$ cat config.mk
export PLATFORM = sky130hd
export DESIGN_NAME = trb_dbg
export DESIGN_NICKNAME = d
export VERILOG_FILES = /design/src/hdl/trb_pkg.sv /design/src/hdl/trb_dbg.sv
export SDC_FILE = /design/constraint.sdc
export NUM_CORES = 2
export LEC_CHECK = 0
export BUFFER_PORTS_ARGS = -buffer_cell sky130_fd_sc_hd__buf_2
export CORE_AREA = 3 3 516 518
export DETAILED_ROUTE_END_ITERATION = 10
export DIE_AREA = 0 0 519 521
export PLACE_DENSITY = 0.64
export SLEW_MARGIN = 0
export SYNTH_ARGS = -nofsm -noshare
export SYNTH_HDL_FRONTEND = slang
export SYNTH_SLANG_ARGS = --single-unit
$ cat constraint.sdc
create_clock -name CLK -period 8.6 [get_ports CLK]
set_input_delay 1.29 -clock CLK [delete_from_list [all_inputs] [get_ports CLK]]
set_output_delay 1.29 -clock CLK [all_outputs]
set_load 0.01 [all_outputs]
$ cat src/hdl/trb_pkg.sv
// Constants, types and register map of the trace readout, tag and breakpoint block
// Function
// - Detail info byte bit 6 is 1 for byte access, 0 for word.
// - Detail info byte bit 5 is 1 for read, 0 for write.
// - Detail mode stores every bus cycle except opcode fetch and free cycles.
// - Readout only while disarmed, tracing configured and not secured.
// - Arming locks readout; aligned word write to the port unlocks while disarmed.
// - Byte or misaligned port reads return zero and keep the pointer.
// - Lines come out oldest first; line count never drops on reads.
// - After a session the pointer sits on line zero or the oldest line; the code moves it only on an aligned high word write or a good read.
// - Each aligned write to the high word rewinds the pointer to oldest.
// - Low word of each line comes first; invalid bytes are read too.
// - Reads while armed give invalid data and do not advance.
// - Reset keeps lines and count; unlocking finds the oldest entry.
// - Tags ride the instruction queue and hit at the queue head.
// - Per comparator select: immediate trigger or opcode tag.
// - Begin alignment: final state starts tracing, break after completion.
// - Mid alignment: 32 more lines after the trigger, then break.
// - End alignment: break at once when final state is reached.
// - Tagged comparators ignore access qualifiers; ranges word accurate.
// - All tagging off while background debug is active.
// - Break after session if tracing selected, otherwise at once.
// - Immediate halt select stops tracing and breaks at once if enabled.
// - Alignment 00 end, 01 begin, 10 mid, 11 reserved.
package trb_pkg;
  // Register port byte offsets
  localparam logic [3:0] TRACE_PORT_HIGH_OFS = 4'h0;
  localparam logic [3:0] TRACE_PORT_LOW_OFS = 4'h1;
  localparam logic [3:0] LINE_COUNT_OFS = 4'h2;
  localparam logic [3:0] DEBUG_CONTROL_OFS = 4'h4;
  localparam logic [3:0] STATUS_OFS = 4'h6;
  // Control register fields
  localparam int CTL_ARM_BIT = 0;
  localparam int CTL_SRC_BIT = 1;
  localparam int CTL_DETAIL_BIT = 2;
  localparam int CTL_ALIGN_LO = 3;
  localparam int CTL_BRKEN_BIT = 5;
  localparam int CTL_TAGSEL_LO = 8;
  localparam int CTL_HALTSEL_LO = 12;
  localparam logic [15:0] CTL_RESET = 16'h0000;
  // Detail info byte fields
  localparam int INFO_SIZE_BIT = 6;
  localparam int INFO_RW_BIT = 5;
  // Storage geometry and counts
  localparam int LINES = 64;
  localparam int LINE_AW = 6;
  localparam logic [6:0] FULL_LINES = 7'h40;
  localparam logic [6:0] MID_LINES = 7'h20;
  localparam int NCMP = 4;
  localparam int QDEPTH = 3;
  // Trigger alignment encodings
  typedef enum logic [1:0] {
    ALIGN_END = 2'b00,
    ALIGN_BEGIN = 2'b01,
    ALIGN_MID = 2'b10,
    ALIGN_RSVD = 2'b11
  } trb_align_t;
  // One processor bus cycle offered for tracing
  typedef struct packed {
    logic valid;
    logic opfetch;
    logic free;
    logic rd;
    logic byte_acc;
    logic [22:0] addr;
    logic [15:0] data;
  } trb_bus_t;
  // Register port request
  typedef struct packed {
    logic wr;
    logic rd;
    logic byte_acc;
    logic [3:0] addr;
    logic [15:0] wdata;
  } trb_req_t;
endpackage

$ cat src/hdl/trb_dbg.sv
// Trace store readout, opcode tagging and breakpoint request logic
`timescale 1ns/1ns
module trb_dbg (
  input wire logic CLK,
  input wire logic RST_N,
  input wire trb_pkg::trb_req_t REG_REQ,
  output logic [15:0] REG_RDATA,
  input wire trb_pkg::trb_bus_t BUS,
  input wire logic SECURED,
  input wire logic BGD_ACTIVE,
  input wire logic [3:0] CMP_ADDR_MATCH,
  input wire logic [3:0] CMP_FULL_MATCH,
  input wire logic QUEUE_LOAD,
  input wire logic QUEUE_EXEC,
  input wire logic FINAL_ENTRY,
  input wire logic [3:0] FINAL_CHAN,
  output logic [3:0] IMM_SOFTWARE_FORCE_EVENT,
  output logic [3:0] TAG_HIT,
  output logic BRK_REQ,
  output logic ARMED,
  output logic TRACING
);
  import trb_pkg::*;

  //
  // Register port behaviour
  //   Writes land at the strobe edge
  //   Reads answer one cycle after the strobe
  //   Read data holds until the next read
  //   Unmapped reads give zero
  //   Unmapped writes are dropped
  //   Strobes never coincide, so no read races a rewind
  //
  // Trace port high word
  //   Aligned write rewinds the readout pointer
  //   Aligned write while disarmed also unlocks
  //   Aligned read returns the next word
  //   Byte or odd reads return zero
  //   Refused reads leave the pointer alone
  //
  // Readout gate
  //   Module disarmed
  //   Trace source selected
  //   System not secured
  //   Store unlocked since the last arm
  //
  // Line order on readout
  //   Bits 15:0 first, then 31:16
  //   Then 47:32, then 63:48
  //   Then the next line, oldest first
  //   Pointer wraps after the last line
  //
  // Line layout in the store
  //   Top bit always zero
  //   Bus address below it
  //   One empty byte
  //   Data word, byte data in the low half
  //   Info byte: size and direction
  //   Low byte always zero
  //
  // Limitation
  //   Only detail capture is built
  //   Other capture modes need their own line packer
  //

  // Control and status flip-flops
  logic [15:0] ctl_ff;
  logic locked_ff;
  logic tracing_ff;
  logic post_act_ff;
  logic [6:0] post_cnt_ff;
  logic brk_ff;
  logic [3:0] imm_ff;
  logic [3:0] hit_ff;
  logic [15:0] rdata_ff;
  // Storage and its bookkeeping, none of it reset
  logic [63:0] mem [LINES];
  logic [LINE_AW-1:0] wr_ptr_ff;
  logic [6:0] count_ff;
  logic ovf_ff;
  // Readout pointer
  logic [LINE_AW-1:0] rd_line_ff;
  logic [1:0] rd_word_ff;
  // Tag queue, one channel vector per slot
  logic [NCMP-1:0] tq_ff [QDEPTH];
  logic [1:0] tq_fill_ff;

  // Control field decode
  wire arm = ctl_ff[CTL_ARM_BIT];
  wire src_sel = ctl_ff[CTL_SRC_BIT];
  wire detail = ctl_ff[CTL_DETAIL_BIT];
  wire [1:0] align = ctl_ff[CTL_ALIGN_LO +: 2];
  wire brk_en = ctl_ff[CTL_BRKEN_BIT];
  wire [NCMP-1:0] tag_sel = ctl_ff[CTL_TAGSEL_LO +: NCMP];
  wire [NCMP-1:0] halt_sel = ctl_ff[CTL_HALTSEL_LO +: NCMP];

  // Offset match for a register port access
  function automatic logic ofs_hit(input logic [3:0] a, input logic [3:0] ofs);
    ofs_hit = (a == ofs);
  endfunction

  // Register port decode
  wire aligned = ~REG_REQ.byte_acc & ~REG_REQ.addr[0];
  wire wr_ctl = REG_REQ.wr & ofs_hit(REG_REQ.addr, DEBUG_CONTROL_OFS);
  wire wr_tbh = REG_REQ.wr & aligned & ofs_hit(REG_REQ.addr, TRACE_PORT_HIGH_OFS);
  wire rd_tb = REG_REQ.rd & (ofs_hit(REG_REQ.addr, TRACE_PORT_HIGH_OFS)
    | ofs_hit(REG_REQ.addr, TRACE_PORT_LOW_OFS));
  wire arm_start = wr_ctl & REG_REQ.wdata[CTL_ARM_BIT] & ~arm;
  wire [LINE_AW-1:0] oldest = ovf_ff ? wr_ptr_ff : '0;
  wire unlock = wr_tbh & ~arm;
  wire rd_ok = rd_tb & aligned & ~arm & src_sel & ~SECURED & ~locked_ff;

  // Trace entry qualification and line assembly
  wire trace_cycle = BUS.valid & ~BUS.opfetch & ~BUS.free;
  wire trace_wr = arm & tracing_ff & src_sel & detail & trace_cycle;
  wire [7:0] info_byte = {1'b0, BUS.byte_acc, BUS.rd, 5'h00};
  wire [15:0] data_w = BUS.byte_acc ? {8'h00, BUS.data[7:0]} : BUS.data;
  wire [63:0] line_w = {1'b0, BUS.addr, 8'h00, data_w, info_byte, 8'h00};

  // Final state handling
  wire fin = FINAL_ENTRY & arm;
  wire halt_now = |(halt_sel & FINAL_CHAN);
  wire fin_stop = fin & (halt_now | ~src_sel | (align == ALIGN_END));
  wire fin_brk = fin_stop & brk_en;
  wire post_done = post_act_ff & trace_wr & (post_cnt_ff == 7'h01);
  wire buf_full_begin = post_act_ff & trace_wr & (count_ff == FULL_LINES - 7'h01)
    & (align == ALIGN_BEGIN);
  wire sess_end = post_done | buf_full_begin;

  // Tag queue decode: head slot, filtered by background debug
  wire [NCMP-1:0] cmp_tag = CMP_ADDR_MATCH & tag_sel & {NCMP{~BGD_ACTIVE}};
  wire [NCMP-1:0] cmp_imm = CMP_FULL_MATCH & ~tag_sel;
  wire [NCMP-1:0] head_tag = (tq_fill_ff != 2'h0) ? tq_ff[0] : '0;
  wire [NCMP-1:0] hit_w = QUEUE_EXEC & ~BGD_ACTIVE ? head_tag : '0;

  // Readout word selection, low word of the line first
  wire [63:0] rd_line_w = mem[rd_line_ff];
  wire [15:0] rd_word_w = rd_line_w[{rd_word_ff, 4'h0} +: 16];

  // Status view
  wire [15:0] status_w = {12'h000, tracing_ff, ovf_ff, locked_ff, arm};
  wire [15:0] rd_mux = rd_tb ? (rd_ok ? rd_word_w : 16'h0000)
    : ofs_hit(REG_REQ.addr, LINE_COUNT_OFS) ? {9'h000, count_ff}
    : ofs_hit(REG_REQ.addr, DEBUG_CONTROL_OFS) ? ctl_ff
    : ofs_hit(REG_REQ.addr, STATUS_OFS) ? status_w : 16'h0000;

  //
  // Final state handling
  //   Halt select hit: stop tracing now
  //   No trace source: stop now
  //   End alignment: stop now
  //   Any stop breaks next cycle if enabled
  //
  // Begin alignment
  //   Tracing opens at the final state
  //   Session ends when the store is full
  //   Break request follows the last line
  //
  // Mid alignment
  //   Tracing already open since arm
  //   Counts a further run of lines
  //   Break request follows the last one
  //
  // Reserved alignment
  //   Traces from arm, no post count
  //   Ended by software disarm, or at the final state by halt select or no source
  //
  // Hazard: a control write in the stop cycle
  //   Software write wins over hardware disarm
  //   so a fresh arm is never lost
  //

  // Control register: software writes, hardware disarms at session end
  always_ff @(posedge CLK or negedge RST_N) begin
    if (!RST_N) begin
      ctl_ff <= CTL_RESET;
    end else if (wr_ctl) begin
      ctl_ff <= REG_REQ.wdata;
    end else if (fin_stop | sess_end) begin
      ctl_ff[CTL_ARM_BIT] <= 1'b0;
    end
  end

  // Readout lock
  always_ff @(posedge CLK or negedge RST_N) begin
    if (!RST_N) begin
      locked_ff <= 1'b1;
    end else if (arm_start) begin
      locked_ff <= 1'b1;
    end else if (unlock) begin
      locked_ff <= 1'b0;
    end
  end

  // Tracing window and post-trigger line counter
  always_ff @(posedge CLK or negedge RST_N) begin
    if (!RST_N) begin
      tracing_ff <= 1'b0;
      post_act_ff <= 1'b0;
      post_cnt_ff <= 7'h00;
    end else if (arm_start) begin
      tracing_ff <= (REG_REQ.wdata[CTL_ALIGN_LO +: 2] != ALIGN_BEGIN);
      post_act_ff <= 1'b0;
    end else if (fin_stop | sess_end | (wr_ctl & ~REG_REQ.wdata[CTL_ARM_BIT])) begin
      tracing_ff <= 1'b0;
      post_act_ff <= 1'b0;
    end else if (fin & ~post_act_ff & (align == ALIGN_BEGIN)) begin
      tracing_ff <= 1'b1;
      post_act_ff <= 1'b1;
      post_cnt_ff <= FULL_LINES;
    end else if (fin & ~post_act_ff & (align == ALIGN_MID)) begin
      post_act_ff <= 1'b1;
      post_cnt_ff <= MID_LINES;
    end else if (post_act_ff & trace_wr) begin
      post_cnt_ff <= post_cnt_ff - 7'h01;
    end
  end

  // Breakpoint request, one cycle
  always_ff @(posedge CLK or negedge RST_N) begin
    if (!RST_N) begin
      brk_ff <= 1'b0;
    end else begin
      brk_ff <= fin_brk | (sess_end & brk_en);
    end
  end

  // Trace storage, kept over system reset
  always_ff @(posedge CLK) begin
    if (trace_wr) begin
      mem[wr_ptr_ff] <= line_w;
    end
  end

  // Write pointer, line count and overflow, kept over system reset
  always_ff @(posedge CLK) begin
    if (arm_start) begin
      wr_ptr_ff <= '0;
      count_ff <= 7'h00;
      ovf_ff <= 1'b0;
    end else if (trace_wr) begin
      wr_ptr_ff <= wr_ptr_ff + 1'b1;
      if (count_ff == FULL_LINES) begin
        ovf_ff <= 1'b1;
      end else begin
        count_ff <= count_ff + 7'h01;
      end
    end
  end

  // Readout pointer: rewound by any aligned high word write, advanced by good reads only
  always_ff @(posedge CLK or negedge RST_N) begin
    if (!RST_N) begin
      rd_line_ff <= '0;
      rd_word_ff <= 2'h0;
    end else if (wr_tbh) begin
      rd_line_ff <= oldest;
      rd_word_ff <= 2'h0;
    end else if (rd_ok) begin
      rd_word_ff <= rd_word_ff + 2'h1;
      if (rd_word_ff == 2'h3) begin
        rd_line_ff <= rd_line_ff + 1'b1;
      end
    end
  end

  // Read data register
  always_ff @(posedge CLK or negedge RST_N) begin
    if (!RST_N) begin
      rdata_ff <= 16'h0000;
    end else if (REG_REQ.rd) begin
      rdata_ff <= rd_mux;
    end
  end

  //
  // Tag queue behaviour
  //   One slot per queued opcode
  //   Each slot holds one bit per comparator
  //   Load writes the next free slot
  //   Execute shifts every slot toward the head
  //   Load with execute writes one slot lower
  //   Fill level stays put on load with execute
  //
  // Background debug
  //   Empties the queue at once
  //   Masks new tags on load
  //   Masks hits at the head
  //
  // Limitation
  //   A load into a full queue is dropped
  //   Queue depth must match the core
  //
  // Hazard: stale slots after a flush
  //   Fill level gates the head slot,
  //   so old contents never hit
  //

  // Tag queue: push on opcode load, pop on execute, flushed in background debug
  always_ff @(posedge CLK or negedge RST_N) begin
    if (!RST_N) begin
      tq_fill_ff <= 2'h0;
    end else if (BGD_ACTIVE) begin
      tq_fill_ff <= 2'h0;
    end else if (QUEUE_LOAD & ~QUEUE_EXEC & (tq_fill_ff != 2'(QDEPTH))) begin
      tq_fill_ff <= tq_fill_ff + 2'h1;
    end else if (~QUEUE_LOAD & QUEUE_EXEC & (tq_fill_ff != 2'h0)) begin
      tq_fill_ff <= tq_fill_ff - 2'h1;
    end
  end

  // Tag slots shift toward the head
  generate
    for (genvar i = 0; i < QDEPTH; i++) begin : g_tq
      wire [1:0] slot = 2'(i);
      wire [1:0] wr_slot = QUEUE_EXEC ? tq_fill_ff - 2'h1 : tq_fill_ff;
      wire [NCMP-1:0] above = (i + 1 < QDEPTH) ? tq_ff[(i + 1) % QDEPTH] : '0;
      always_ff @(posedge CLK or negedge RST_N) begin
        if (!RST_N) begin
          tq_ff[i] <= '0;
        end else if (QUEUE_LOAD & (slot == wr_slot)) begin
          tq_ff[i] <= cmp_tag;
        end else if (QUEUE_EXEC) begin
          tq_ff[i] <= above;
        end
      end
    end
  endgenerate

  // Trigger outputs to the sequencer
  always_ff @(posedge CLK or negedge RST_N) begin
    if (!RST_N) begin
      imm_ff <= '0;
      hit_ff <= '0;
    end else begin
      imm_ff <= cmp_imm;
      hit_ff <= hit_w;
    end
  end

  //
  // Output notes
  //   Every output comes from a flip-flop
  //   Break request is a one cycle pulse
  //   Tag hits are one cycle pulses
  //   Immediate triggers lag matches by one cycle
  //   Armed mirrors the control arm bit
  //   Tracing shows the open capture window
  //
  // Reset notes
  //   Control, lock, pointer and queue reset
  //   Store, count, write pointer and overflow kept
  //   So a session cut by reset can be read back
  //   Unlock after reset finds the oldest line
  //

  assign REG_RDATA = rdata_ff;
  assign IMM_SOFTWARE_FORCE_EVENT = imm_ff;
  assign TAG_HIT = hit_ff;
  assign BRK_REQ = brk_ff;
  assign ARMED = ctl_ff[CTL_ARM_BIT];
  assign TRACING = tracing_ff;
endmodule // trb_dbg

==> run_results.csv <==
group,metric,value,unit
run_status,outcome,"complete, but fails checks",
run_status,violations,"slew limit",
synth,synthCells,4797,
pwr,p_leak,0.0363,µW
cts,root_buffer,"clkbuf_16",
timing,rsz0062_at_grt,"false",
timing,finalClockSkew,0.0617,ns
timing,finalCritPeriodShare,60.1,%
final_layout,instances_no_fill,8828,
setup_path,cp.arrival,5.98,ns
place,portBuffers,112,
setup_path,cp-start-kind,"flip-flop",
routing,drcViolationCount,0,
synth,yosys_register_bits,2711,
timing,worst_slew_pin_slew,1.52,ns
synth,synth-xor-area-share,0.159,%
cts,cts_buffers,291,
cts,htreeDepth,5,
cts,clk_latency,0.94,ns
timing,tns,0,ns
synth,synth_mux_area_share,15.6,%
cts,cts_setup_buffers,0,
cts,path_clk_slew,0.06,ns
pwr,power.density,268,mW/mm²
synth,yosys.area.top_type,"edfxtp_1",
grt,grt.overflow.total,0,
timing,hold_viol_final,0,
cts,cts_resized,0,
synth,yosys.area_share.simple,2.33,%
die,fp.coreArea,0.262,mm²
timing,slew_violations,1,
synth,synth_edf_count,2624,
timing,finalCriticalPeriod,5.17,ns
place,dpl.cell_count,8319,
hold_path,hold_path.class,"input port to asynchronous set/reset pin",
synth,yosys_warnings,0,
pwr,p_sw,8600,µW
setup_path,path_max_fanout,44,
synth,synth.yosys.seq_area_share,77.3,%
routing,ant_nets,0,
die,fp.dieW,519,µm
routing,wl,312000,µm
die,dieArea,0.270,mm²
die,initial_core_util,39.9,%
pwr,swShare,27.0,%
pwr,combinationalPowerShare,16.8,%
grt,antenna_found_initial,36,
grt,grt_pass1_wl,430000,µm
synth,synth_top_family_by_area,"multiplexers",
synth,synthTopCellsByArea,"edfxtp_1 75%, mux4_2 14%, dfrtp_1 1.7%, mux2i_1 1.4%, a22oi_1 0.92%",
routing,drt-vias-per-instance,6.10,
synth,ys_types,78,
synth,yosysTopAreaCellShare,75.3,%
die,io_pins,113,
synth,avgSynthCellArea,21.8,µm²
synth,syn_nets,4892,
final_layout,fin_nets,5192,
pwr,ir_drop,0.238,mV
cts,cts_sinks,2711,
cts,hold_buffers,0,
final_layout,fin_area,0.119,mm²
timing,timing.slew.headroom,-1.25,%
setup_path,crit_path_end_kind,"flip-flop",
routing,num_vias,53826,
final_layout,final_cell_mix,"2624 x edfxtp_1, 638 x mux4_2, 299 x clkbuf_16, 183 x buf_4, 144 x mux2i_1",
final_layout,area_growth,13.6,%
routing,dr.pass1.iters,7,
cts,clockBufferDepth,4,
final_layout,drive_gt1_share,26.9,%
setup_path,crit_required,9.41,ns
place,place_area,0.110,mm²
timing,hold_ws,0.321,ns
final_layout,final_common_cell,"edfxtp_1",
pwr,p_int,23200,µW
flow_run,maxCapViolations,0,
setup_path,critPathKind,"flip-flop to flip-flop",
routing,routedWlPerCell,35.3,µm
place,hpwl,189000,µm
timing,fmax,0.193,GHz
synth,syn_area,0.105,mm²
pwr,p_clk_share,37.0,%
routing,first_iter_violations,8888,
die,num_rows,188,
synth,postSynth.asyncResetShare,2.69,%
cts,cts_tree,"yes",
pwr,seq_power_share,46.2,%
place,place_congestion,1.02,
die,die_h,521,µm
synth,synth-compound-area-share,3.03,%
synth,synth_fa_ha_area_share,0.108,%
grt,grt_start_max_net_pins,105,
synth,synthFlopType,"edfxtp_1",
grt,grt_pass1_vias,51880,
timing,final-setup-viol-count,0,
grt,track_usage,22.8,%
worst max-delay path, cell delays in order (launching register included):
cell,delay (ns)
dfrtp_4,0.80
buf_4,0.69
nand2_1,0.74
o22ai_1,0.70
nor3_1,0.12
a2111oi_1,1.02
buf_4,0.27
nor4_1,0.05
or4_1,0.51
o21ai_1,0.14
metal layers:
| layer | wire, µm | GRT usage [%] |
|---|---|---|
| met5 | 68 | 0 |
| met4 | 14600 | 9.38 |
| met3 | 40300 | 6.90 |
| met2 | 141000 | 34.0 |
| met1 | 116000 | 31.3 |
synth_stat cells (15+ instances only):
cell type  count
edfxtp_1    2624
mux4_2       638
mux2i_1      144
nor2_1       143
a22oi_1      128
clkbuf_1     103
nand2_1      103
a21oi_1       94
dfrtp_1       72
buf_2         68
o21ai_0       48
mux2_2        45
nor2b_1       44
nand3_1       41
o22ai_1       35
buf_4         34
buf_6         34
a211oi_1      29
nor3_1        28
buf_1         24
a221oi_1      21
nand4_1       19
and2_1        17
a22o_1        16
nand3b_1      15
registers in the layout (all words and copies together), names as in the netlist, 4 cells and up:
| register | flops |
|---|---|
| ctl_ff | 16 |
| wr_ptr_ff | 6 |
| post_cnt_ff | 7 |
| IMM_SOFTWARE_FORCE_EVENT | 4 |
| rd_line_ff | 6 |
| TAG_HIT | 4 |
| mem | 2624 |
| tq_ff | 4 |
| REG_RDATA | 16 |
| g_tq.above | 8 |
| count_ff | 7 |
logic make-up (layout without fill, tap and decap cells):
group           after synthesis  count (layout)
compound gates              465             465
xor+xnor                     19              19
fa+ha+maj                     9               9
buf+inv                     279             781
flops                      2711            2711
mux                         829             829
other cells                   0              14
simple gates                485             485
through the flow:
| stage | setup slack, ns | power [µW] | util [%] |
|---|---|---|---|
| 5_1_grt | 3.52 | 32600 | 45.4 |
| 3_3_place_gp | 3.62 | 20200 | 42.0 |
| 6_report | 3.43 | 31800 | 45.4 |
| 4_1_cts | 3.67 | 31900 | 45.4 |
| 3_5_place_dp | 3.69 | 20200 | 42.0 |
| 2_1_floorplan | 3.81 | 17900 | - |
power by group through the flow:
stage | registers (µW) | clock network, µW | logic [µW]
after floorplan | 14800 | 0 | 3040
after global placement | 15000 | 0 | 5240
after detailed placement | 15000 | 0 | 5250
after CTS | 14700 | 11900 | 5260
after global routing | 14700 | 12500 | 5460
final | 14700 | 11800 | 5350
layout make-up:
| class | count | area (µm²) |
|---|---|---|
| fill | 21861 | 143000 |
| sequential | 2711 | 80900 |
| multi-input combinational | 1807 | 22800 |
| clock buffer | 371 | 7760 |
| tap | 3515 | 4400 |
| timing repair buffer | 273 | 1940 |
| clock inverter | 124 | 998 |
| inverter | 13 | 48.8 |
| antenna | 14 | 35.0 |
final timing paths:
kind                                              to  depth (start not counted)  slack (ns)                      start
setup / recovery           REG_RDATA[13]$_DFFE_PN0P_                          9        3.43  rd_line_ff[1]$_DFFE_PN0P_
hold / removal                  TAG_HIT[0]$_DFF_PN0_                          1        0.32                      RST_N
setup reg to reg           REG_RDATA[13]$_DFFE_PN0P_                          9        3.43  rd_line_ff[1]$_DFFE_PN0P_
hold reg to reg                 TAG_HIT[0]$_DFF_PN0_                          1        0.47       tq_ff[8]$_DFFE_PN0P_
max in group asynchronous  rd_line_ff[5]$_DFFE_PN0P_                          2        7.02                      RST_N
min in group CLK                TAG_HIT[0]$_DFF_PN0_                          1        0.47       tq_ff[8]$_DFFE_PN0P_
No activity file was read; power rests on OpenSTA's default activity.
